### src/hdl/cmp_pkg.sv
// Package: register map, field positions and carrier types of the comparator control block
package cmp_pkg;

  localparam logic [5:0] CTRL_STATUS_OFFSET = 6'h08;
  localparam logic [5:0] SFIO_OFFSET        = 6'h20;

  localparam int CS_DISABLE_BIT   = 7;
  localparam int CS_REFSEL_BIT    = 6;
  localparam int CS_OUTPUT_BIT    = 5;
  localparam int CS_FLAG_BIT      = 4;
  localparam int CS_IRQEN_BIT     = 3;
  localparam int CS_CAPTURE_BIT   = 2;
  localparam int CS_MODE_HI_BIT   = 1;
  localparam int CS_MODE_LO_BIT   = 0;
  localparam int SFIO_MUXEN_BIT   = 3;

  localparam logic [1:0] MODE_TOGGLE   = 2'h0;
  localparam logic [1:0] MODE_RESERVED = 2'h1;
  localparam logic [1:0] MODE_FALLING  = 2'h2;
  localparam logic [1:0] MODE_RISING   = 2'h3;

  localparam logic       RESET_BIT   = 1'h0;
  localparam logic [1:0] RESET_MODE  = 2'h0;
  localparam logic [2:0] RESET_CHAN  = 3'h0;
  localparam int         SYNC_STAGES = 2;

  // Processor I/O bus access, one cycle per strobe
  typedef struct packed {
    logic       wr;
    logic       rd;
    logic [5:0] addr;
    logic [7:0] wdata;
  } cmp_io_req_s;

  // Analog front-end steering toward the comparator macro
  typedef struct packed {
    logic       power_down;
    logic       pos_is_bandgap;
    logic       neg_is_channel;
    logic [2:0] neg_channel;
  } cmp_analog_sel_s;

endpackage

### src/hdl/cmp_sync.sv
// Two-flop synchroniser for a single asynchronous level
`timescale 1ns/1ps
module cmp_sync #(
  parameter int STAGES = 2
) (
  input  wire logic clk,
  input  wire logic rst_n,
  input  wire logic async_in,
  output logic      sync_out
);

  logic [STAGES-1:0] chain_r;

  always_ff @(posedge clk) begin
    if (!rst_n) begin
      chain_r <= '0;
    end else begin
      chain_r <= {chain_r[STAGES-2:0], async_in};
    end
  end

  assign sync_out = chain_r[STAGES-1];

endmodule

### src/hdl/cmp_ctrl.sv
// Comparator control logic: input steering, result sync, edge events and capture routing
//
// Functional notes
// Output bit high when positive exceeds negative
// Mux enable and converter off select channel
// Reference select swaps positive input for bandgap
// Raw result synchronised, one to two cycles
// Event flag set on matching output edge
// Mode 00 toggle, 10 fall, 11 rise
// Interrupt only with enable and global enable
// Flag cleared by vector taken or write-one
// Disable bit powers comparator off or on
// Software clears irq enable before disable change
// Software clears irq enable before mode change
// Capture route feeds timer capture front end
// Software sets timer capture irq enable too
// Edge from current versus previous synced sample
`timescale 1ns/1ps
module cmp_ctrl (
  input  wire logic                     clk,
  input  wire logic                     rst_n,
  input  wire cmp_pkg::cmp_io_req_s     io_req,
  output logic [7:0]                    io_rdata,
  input  wire logic                     converter_enable,
  input  wire logic [2:0]               channel_select_field,
  input  wire logic                     global_irq_enable,
  input  wire logic                     irq_vector_taken,
  input  wire logic                     raw_compare,
  output cmp_pkg::cmp_analog_sel_s      analog_sel,
  output logic                          compare_irq,
  output logic                          capture_trigger
);

  ////////////////////////////////////////////////////////////////////////////
  // Control registers

  logic       compare_disable_r;
  logic       reference_select_r;
  logic       compare_irq_enable_r;
  logic       capture_route_enable_r;
  logic [1:0] event_mode_select_r;
  logic       compare_mux_enable_r;
  logic       compare_event_flag_r;

  logic cs_wr;
  logic sf_wr;
  assign cs_wr = io_req.wr && (io_req.addr == cmp_pkg::CTRL_STATUS_OFFSET);
  assign sf_wr = io_req.wr && (io_req.addr == cmp_pkg::SFIO_OFFSET);

  always_ff @(posedge clk) begin
    if (!rst_n) begin
      compare_disable_r      <= cmp_pkg::RESET_BIT;
      reference_select_r     <= cmp_pkg::RESET_BIT;
      compare_irq_enable_r   <= cmp_pkg::RESET_BIT;
      capture_route_enable_r <= cmp_pkg::RESET_BIT;
      event_mode_select_r    <= cmp_pkg::RESET_MODE;
    end else if (cs_wr) begin
      compare_disable_r      <= io_req.wdata[cmp_pkg::CS_DISABLE_BIT];
      reference_select_r     <= io_req.wdata[cmp_pkg::CS_REFSEL_BIT];
      compare_irq_enable_r   <= io_req.wdata[cmp_pkg::CS_IRQEN_BIT];
      capture_route_enable_r <= io_req.wdata[cmp_pkg::CS_CAPTURE_BIT];
      event_mode_select_r    <= io_req.wdata[cmp_pkg::CS_MODE_HI_BIT:cmp_pkg::CS_MODE_LO_BIT];
    end
  end

  always_ff @(posedge clk) begin
    if (!rst_n) begin
      compare_mux_enable_r <= cmp_pkg::RESET_BIT;
    end else if (sf_wr) begin
      compare_mux_enable_r <= io_req.wdata[cmp_pkg::SFIO_MUXEN_BIT];
    end
  end

  ////////////////////////////////////////////////////////////////////////////
  // Analog steering, registered so the macro sees glitch-free selects

  always_ff @(posedge clk) begin
    if (!rst_n) begin
      analog_sel <= '{power_down: 1'b0, pos_is_bandgap: 1'b0,
                      neg_is_channel: 1'b0, neg_channel: cmp_pkg::RESET_CHAN};
    end else begin
      analog_sel.power_down     <= compare_disable_r;
      analog_sel.pos_is_bandgap <= reference_select_r;
      analog_sel.neg_is_channel <= compare_mux_enable_r && !converter_enable;
      analog_sel.neg_channel    <= channel_select_field;
    end
  end

  ////////////////////////////////////////////////////////////////////////////
  // Result synchronisation and edge detection

  logic compare_output_bit;
  logic prev_output_r;

  // The comparator decides analog; the sync stages form its digital view
  cmp_sync #(
    .STAGES   (cmp_pkg::SYNC_STAGES)
  ) u_sync (
    .clk      (clk),
    .rst_n    (rst_n),
    .async_in (raw_compare),
    .sync_out (compare_output_bit)
  );

  always_ff @(posedge clk) begin
    if (!rst_n) begin
      prev_output_r <= 1'b0;
    end else begin
      prev_output_r <= compare_output_bit;
    end
  end

  logic rise;
  logic fall;
  logic edge_hit;
  assign rise = compare_output_bit && !prev_output_r;
  assign fall = !compare_output_bit && prev_output_r;

  // Reserved mode raises no event so an unused setting stays quiet
  always_comb begin
    unique case (event_mode_select_r)
      cmp_pkg::MODE_TOGGLE:   edge_hit = rise || fall;
      cmp_pkg::MODE_RESERVED: edge_hit = 1'b0;
      cmp_pkg::MODE_FALLING:  edge_hit = fall;
      cmp_pkg::MODE_RISING:   edge_hit = rise;
    endcase
  end

  ////////////////////////////////////////////////////////////////////////////
  // Event flag: a new edge outranks a clear in the same cycle

  logic flag_clear;
  assign flag_clear = irq_vector_taken ||
                      (cs_wr && io_req.wdata[cmp_pkg::CS_FLAG_BIT]);

  always_ff @(posedge clk) begin
    if (!rst_n) begin
      compare_event_flag_r <= 1'b0;
    end else if (edge_hit) begin
      compare_event_flag_r <= 1'b1;
    end else if (flag_clear) begin
      compare_event_flag_r <= 1'b0;
    end
  end

  always_ff @(posedge clk) begin
    if (!rst_n) begin
      compare_irq <= 1'b0;
    end else begin
      compare_irq <= compare_event_flag_r && compare_irq_enable_r && global_irq_enable;
    end
  end

  // Timer front end does its own filtering and edge choice
  always_ff @(posedge clk) begin
    if (!rst_n) begin
      capture_trigger <= 1'b0;
    end else begin
      capture_trigger <= capture_route_enable_r && compare_output_bit;
    end
  end

  ////////////////////////////////////////////////////////////////////////////
  // Read port, registered; unmapped addresses read zero

  always_ff @(posedge clk) begin
    if (!rst_n) begin
      io_rdata <= 8'h00;
    end else if (io_req.rd && io_req.addr == cmp_pkg::CTRL_STATUS_OFFSET) begin
      io_rdata <= {compare_disable_r, reference_select_r, compare_output_bit,
                   compare_event_flag_r, compare_irq_enable_r,
                   capture_route_enable_r, event_mode_select_r};
    end else if (io_req.rd && io_req.addr == cmp_pkg::SFIO_OFFSET) begin
      io_rdata <= {4'h0, compare_mux_enable_r, 3'h0};
    end else begin
      io_rdata <= 8'h00;
    end
  end

endmodule

### config.mk
export PLATFORM = sky130hd
export DESIGN_NAME = cmp_ctrl
export DESIGN_NICKNAME = d
export VERILOG_FILES = /design/src/hdl/cmp_pkg.sv /design/src/hdl/cmp_sync.sv /design/src/hdl/cmp_ctrl.sv
export SDC_FILE = /design/constraint.sdc
export NUM_CORES = 1
export LEC_CHECK = 0
export ABC_CLOCK_PERIOD_IN_PS = 1300
export BUFFER_PORTS_ARGS = -buffer_cell sky130_fd_sc_hd__buf_2
export CORE_ASPECT_RATIO = 1.4
export CORE_UTILIZATION = 45
export CTS_CLUSTER_DIAMETER = 60
export DETAILED_ROUTE_END_ITERATION = 16
export GPL_TIMING_DRIVEN = 1
export PLACE_DENSITY = 0.76
export RECOVER_POWER = 100
export SYNTH_ARGS = -nofsm -noshare
export SYNTH_HDL_FRONTEND = slang
export SYNTH_SLANG_ARGS = --single-unit
### constraint.sdc
create_clock -name clk -period 1.3 [get_ports clk]
set_input_delay 0.13 -clock clk [delete_from_list [all_inputs] [get_ports clk]]
set_output_delay 0.13 -clock clk [all_outputs]
set_load 0.005 [all_outputs]
==> results of run 1 <==
[worst max-delay path: cells and delay by family, from the launching register on]
family                   cells  cell delay, ns
buffers and inverters        1            0.06
AO/OA/AOI/OAI                2            0.34
flip-flops                   1            0.39
adder cells (fa/ha/maj)      1            0.29
[layout by cell type (no fill, tap or decap), types with 3 or more instances in the layout]
cell,synthesis,routed
nor2_1,10,10
clkbuf_4,0,3
mux2i_1,7,7
clkbuf_1,2,9
dfxtp_1,27,27
nand2_1,18,18
inv_1,10,10
dlygate4sd3_1,0,4
and2_1,6,4
buf_2,0,30
[layer usage]
layer  up-vias  global-route usage, %
met5         -                      0
met3         2                   2.40
met2        21                   29.9
li1        392                      -
met4         0                   5.71
met1       352                   18.5
[state kept, by name, summed over array words and instances, names as in the netlist]
register and count:
analog_sel 6, capture_route_enable_r 1, capture_trigger 1, compare_disable_r 1, compare_event_flag_r 1, compare_irq 1
compare_irq_enable_r 1, compare_mux_enable_r 1, event_mode_select_r 2, io_rdata 8, prev_output_r 1, reference_select_r 1
u_sync.chain_r 2
[cell families (layout without fill, tap and decap cells)]
kind of cell,after synthesis,in the layout
AND/OR/NAND/NOR,44,44
adder cells (fa/ha/maj),2,2
multiplexers,7,7
AO/OA/AOI/OAI,3,3
flip-flops,27,27
buffers and inverters,12,57
[final cells by class]
type	instances	area (sq um)
Fill cell	198	771
Sequential cell	27	541
Multi-Input combinational cell	56	344
Timing Repair Buffer	43	224
Inverter	10	37.5
Tap cell	21	26.3
Clock buffer	3	22.5
Clock inverter	1	7.51
[power by group through the flow]
stage / clock, mW / sequential, mW / combinational, mW
6_report: 0.355 / 0.844 / 0.0911
4_1_cts: 0.369 / 0.844 / 0.0930
5_1_grt: 0.400 / 0.845 / 0.100
2_1_floorplan: 0 / 0.862 / 0.0338
3_3_place_gp: 0 / 0.861 / 0.0822
3_5_place_dp: 0 / 0.862 / 0.0854
[final timing paths]
path / endpoint / startpoint / cells past startpoint
min reg2reg: io_rdata[6] / reference_select_r / 2
max reg2reg: compare_event_flag_r / u_sync.chain_r[1] / 4
max: compare_event_flag_r / u_sync.chain_r[1] / 4
min: analog_sel[1] / channel_select_field[1] / 2
[through the flow]
step           worst slack, ns  util (%)
4_1_cts                  0.147      61.4
6_report                 0.139      60.9
2_1_floorplan            0.246         -
3_5_place_dp            0.0457      58.4
5_1_grt                 0.0884      60.9
3_3_place_gp            0.0901      58.4
[what timing repair did]
item                                    4_1_cts  5_1_grt
endpoints found under the setup margin        0        0
hold buffers                                  3        1
hold endpoints to repair                      3        1
==> flow_summary.ini, run 1 <==
[power]
internal_power_mw = 1.01
pwr-share-seq_pct = 65.4
total_power_mw = 1.29
netSwitchingFraction_pct = 22.0
peakVddDrop_mv = 0.725
p_clk_share_pct = 27.5
p_sw_uw = 284
combPwrFrac_pct = 7.1
powerDensity_nw_per_um2 = 1070
leakagePower_nw = 0.560

[route]
top_layer_used = met4
met3WireLength_microns = 66
drt_iter0_markers = 11
viasPerCell = 4.76
wl_met2_microns = 954
postRouteAntennaNets = 0
drt-met1-wl_microns = 617
wl_per_cell_microns = 10.3
drt_pass1_iterations = 5
wl_microns = 1650
drc = 0
via_count = 767

[logic_synthesis]
yosysMostFrequentCell = dfxtp_1
synthCells = 95
synth-adder-area-share_pct = 2.67
synthTopCellsByCount = dfxtp_1, nand2_1, inv_1, nor2_1, mux2i_1
synthesis.nets = 122
synthArstFlopShare_pct = 0
synth_simple_gate_area_share_pct = 24.8
ys_seq_area_share_pct = 57.6
ys_types = 18
synth_seq_cells = 27
synth_area_leaders = dfxtp_1, mux2i_1, nand2_1
synthFlopType = dfxtp_1
avgSynthCellArea_sq_um = 9.88
synth-xor-area-share_pct = 0
synth_edf_count = 0
synth_compound_area_share_pct = 2.67
syn_area_sq_um = 938
synth.top_cell.area_share_pct = 57.6
synthMuxAreaShare_pct = 7.47
yosys_warnings = 0
yosys.area.top_type = dfxtp_1
synth_top_family_by_area = simple AND/OR/NAND/NOR gates

[setup_path]
crit_arrival_ns = 1.39
cp-start-kind = register
cp_slowest_cell = dfxtp_1
path_class = register to register
r2r_setup_slack_ns = 0.14
worstPathRequired_ns = 1.52
worst_setup_path_end_kind = register
crit_chain = inv_1, ha_1, o211ai_1, a32o_1
crit_fanout = 4
slowest_delay_ns = 0.39

[sta]
fin_crit_ns = 1.16
grt_setup_unrepaired = no
worstMarginPinSlew_ns = 0.627
fin_tns_setup_ns = 0
final-hold-violation-count = 0
finClkSkew_ns = 0.00368
max_freq_mhz = 861
setup_viol = 0
finalCritPeriodShare_pct = 89.3
report.final.slew_viol_count = 0
hold_ws_ns = 0.0181
slew_headroom_pct = 57.8

[floorplan]
die_y_microns = 56.0
core_sq_um = 1970
initial_core_util_pct = 47.6
die_w_microns = 40.6
die-area_sq_um = 2270
num_rows = 19
ios = 41

[clock_network]
cts_tree = yes
clk_transition_reported_paths_ns = 0.14
cts_buffer_depth = 2
cts-root-buf = clkbuf_4
cts_setup_buffers = 0
tritoncts_num_sinks = 27
cts-buffers-inserted = 3
cts-resized-gates = 0
cts_max_level = 1
clk_latency_ns = 0.31

[outcome]
status = completed

[global_routing]
grt_pass1_wl_microns = 2720
antenna_found_initial = 0
grt_pass1_vias = 698
grt_max_degree = 25
overflow = 0
grt_usage_pct = 16.8

[finish]
area_growth_pct = 28.1
layout.nets = 168
antenna_cells = 0
stdcell_area_sq_um = 1200
drive_gt1_share_pct = 26.4
fin_cells = 161

[placed_design]
placed_cell_area_sq_um = 1150
port_buffers = 39
place_congestion = 0.717
dp_hpwl_microns = 1210
dp_cells = 153

[hold_path]
holdCritPathClass = input pin to register

[flow_run]
cap_viol_max_count = 0
Note: power is estimated with default switching activity, not from simulation.
==> inputs of run 2 (changes only) <==
==> constraint.sdc (replaced) <==
create_clock -name clk -period 1.3 [get_ports clk]
set_input_delay 0.065 -clock clk [delete_from_list [all_inputs] [get_ports clk]]
set_output_delay 0.065 -clock clk [all_outputs]
set_load 0.005 [all_outputs]
==> run 2 against run 1 <==
Design area rose by 5.5%. Maximum frequency about the same. Worst hold slack worse by 0.0062 ns. Non-clock buffer count is 8 higher. Via count is 2.1% higher. Sequential cell count unchanged. Setup slack improved by 0.00070 ns. Sequential share of layout area fell by 2.3 points.
==> flow_summary.ini, run 2 (synthesis gave the netlist of run 1 again) <==
[sta]
fin_tns_setup_ns = 0
grt_setup_unrepaired = no
worstMarginPinSlew_ns = 0.544
report.final.slew_viol_count = 0
finalCritPeriodShare_pct = 89.3
final-hold-violation-count = 0
finClkSkew_ns = 0.00361
fin_crit_ns = 1.16
setup_viol = 0
max_freq_mhz = 862
slew_headroom_pct = 63.5

[global_routing]
overflow = 0
use_met2_pct = 31.1
top_usage_layer = met2
use_met3_pct = 2.40
grt_pass1_wl_microns = 2920
grt_max_degree = 25
grt_pass1_vias = 728
met1_usage_pct = 21.3
antenna_found_initial = 0
grt_usage_pct = 18.4

[finish]
reg_top3 = io_rdata (8), analog_sel (6)
area_growth_pct = 35.2
stdcell_area_sq_um = 1270
final_common_cell = buf_2
mostFrequentLayoutCells = buf_2, dfxtp_1, nand2_1, dlygate4sd3_1
fin_cells = 169
drive_gt1_share_pct = 25.0
fin_util_pct = 64.3
largest-register = io_rdata
largest_register_ffs = 8
antenna_cells = 0
layout.nets = 176

[placed_design]
placed_cell_area_sq_um = 1150
place_congestion = 0.718
dp_cells = 153
port_buffers = 39
dp_hpwl_microns = 1240

[power]
leakagePower_nw = 0.600
peakVddDrop_mv = 0.618
powerDensity_nw_per_um2 = 1010

[route]
drt_iter0_markers = 14
viasPerCell = 4.63
drc = 0
via_count = 783
wl_per_cell_microns = 10.5
postRouteAntennaNets = 0
wl_microns = 1780
drt_pass1_iterations = 4

[clock_network]
tritoncts_num_sinks = 27
clk_latency_ns = 0.30
cts-root-buf = clkbuf_4
cts_buffer_depth = 2
clk_transition_reported_paths_ns = 0.13
cts_tree = yes
cts-buffers-inserted = 3
cts_max_level = 1
cts_setup_buffers = 0

[floorplan]
core_sq_um = 1970
num_rows = 19
die_y_microns = 56.0
initial_core_util_pct = 47.6
die-area_sq_um = 2270
ios = 41
die_w_microns = 40.6

[setup_path]
cp_slowest_cell = nor4_2
path_class = input pin to register
worstSetupStartpoint = io_req[9]
cp-start-kind = input pin
crit_arrival_ns = 1.40
ff2ff_path_depth = 4
slowest_delay_ns = 0.53
reg2reg_to = compare_event_flag_r
r2r_setup_slack_ns = 0.15
r2r_start = u_sync.chain_r[1]
crit_chain = buf_2, nor4_2, nand3_1, mux2i_1
worst_setup_path_end_kind = register
crit_fanout = 6
worstPathRequired_ns = 1.54

[hold_path]
holdCritPathClass = input pin to register
worstHoldPathCells = 3
hold_end = compare_irq_enable_r
hold_start = io_req[3]

[outcome]
status = completed

[flow_run]
cap_viol_max_count = 0
## run 2: power breakdown
group	internal (mW)	switching [mW]
registers	0.839	0.00430
clock network	0.120	0.217
logic	0.0650	0.0429
total	1.02	0.264
## run 2: per-stage QoR
step                      total power [mW]  setup slack [ns]  hold slack, ns
after floorplan                      0.896             0.246           0.137
after global placement               0.943             0.152           0.223
after detailed placement             0.947            0.0941           0.233
after CTS                             1.31             0.146         0.00749
after global routing                  1.35            0.0473         0.00742
final                                 1.29             0.140          0.0119
## run 2: how the worst max path moves through the flow
| stage | to | slack (ns) | cells past startpoint |
|---|---|---|---|
| detailed placement | io_rdata[7] | 0.09 | 4 |
| CTS | compare_event_flag_r | 0.15 | 4 |
| floorplan | compare_event_flag_r | 0.25 | 4 |
| global placement | io_rdata[7] | 0.15 | 4 |
| finish | reference_select_r | 0.14 | 4 |
| global route | compare_event_flag_r | 0.05 | 4 |
## run 2: worst max-delay path, delay by kind of cell
family | cells | cell delay, ns
muxes | 1 | 0.26
buffers and inverters | 1 | 0.11
and+or+nand+nor | 2 | 0.96
## run 2: per-layer routing
metal	wire length (microns)	vias up
met2	982	17
met5	0	-
met1	718	357
met4	21	0
met3	54	2
li1	-	407
## run 2: area by class of cell
type | count | area, sq um
clock buffer | 4 | 26.3
fill | 185 | 704
multi-input combinational | 56 | 332
inverter | 10 | 37.5
tap | 21 | 26.3
timing repair buffer | 51 | 307
sequential | 27 | 541
## run 2: repair_timing
item / in CTS / in global routing
resized for setup: 0 / 0
hold endpoints to repair: 12 / 0
hold buffers: 12 / 0
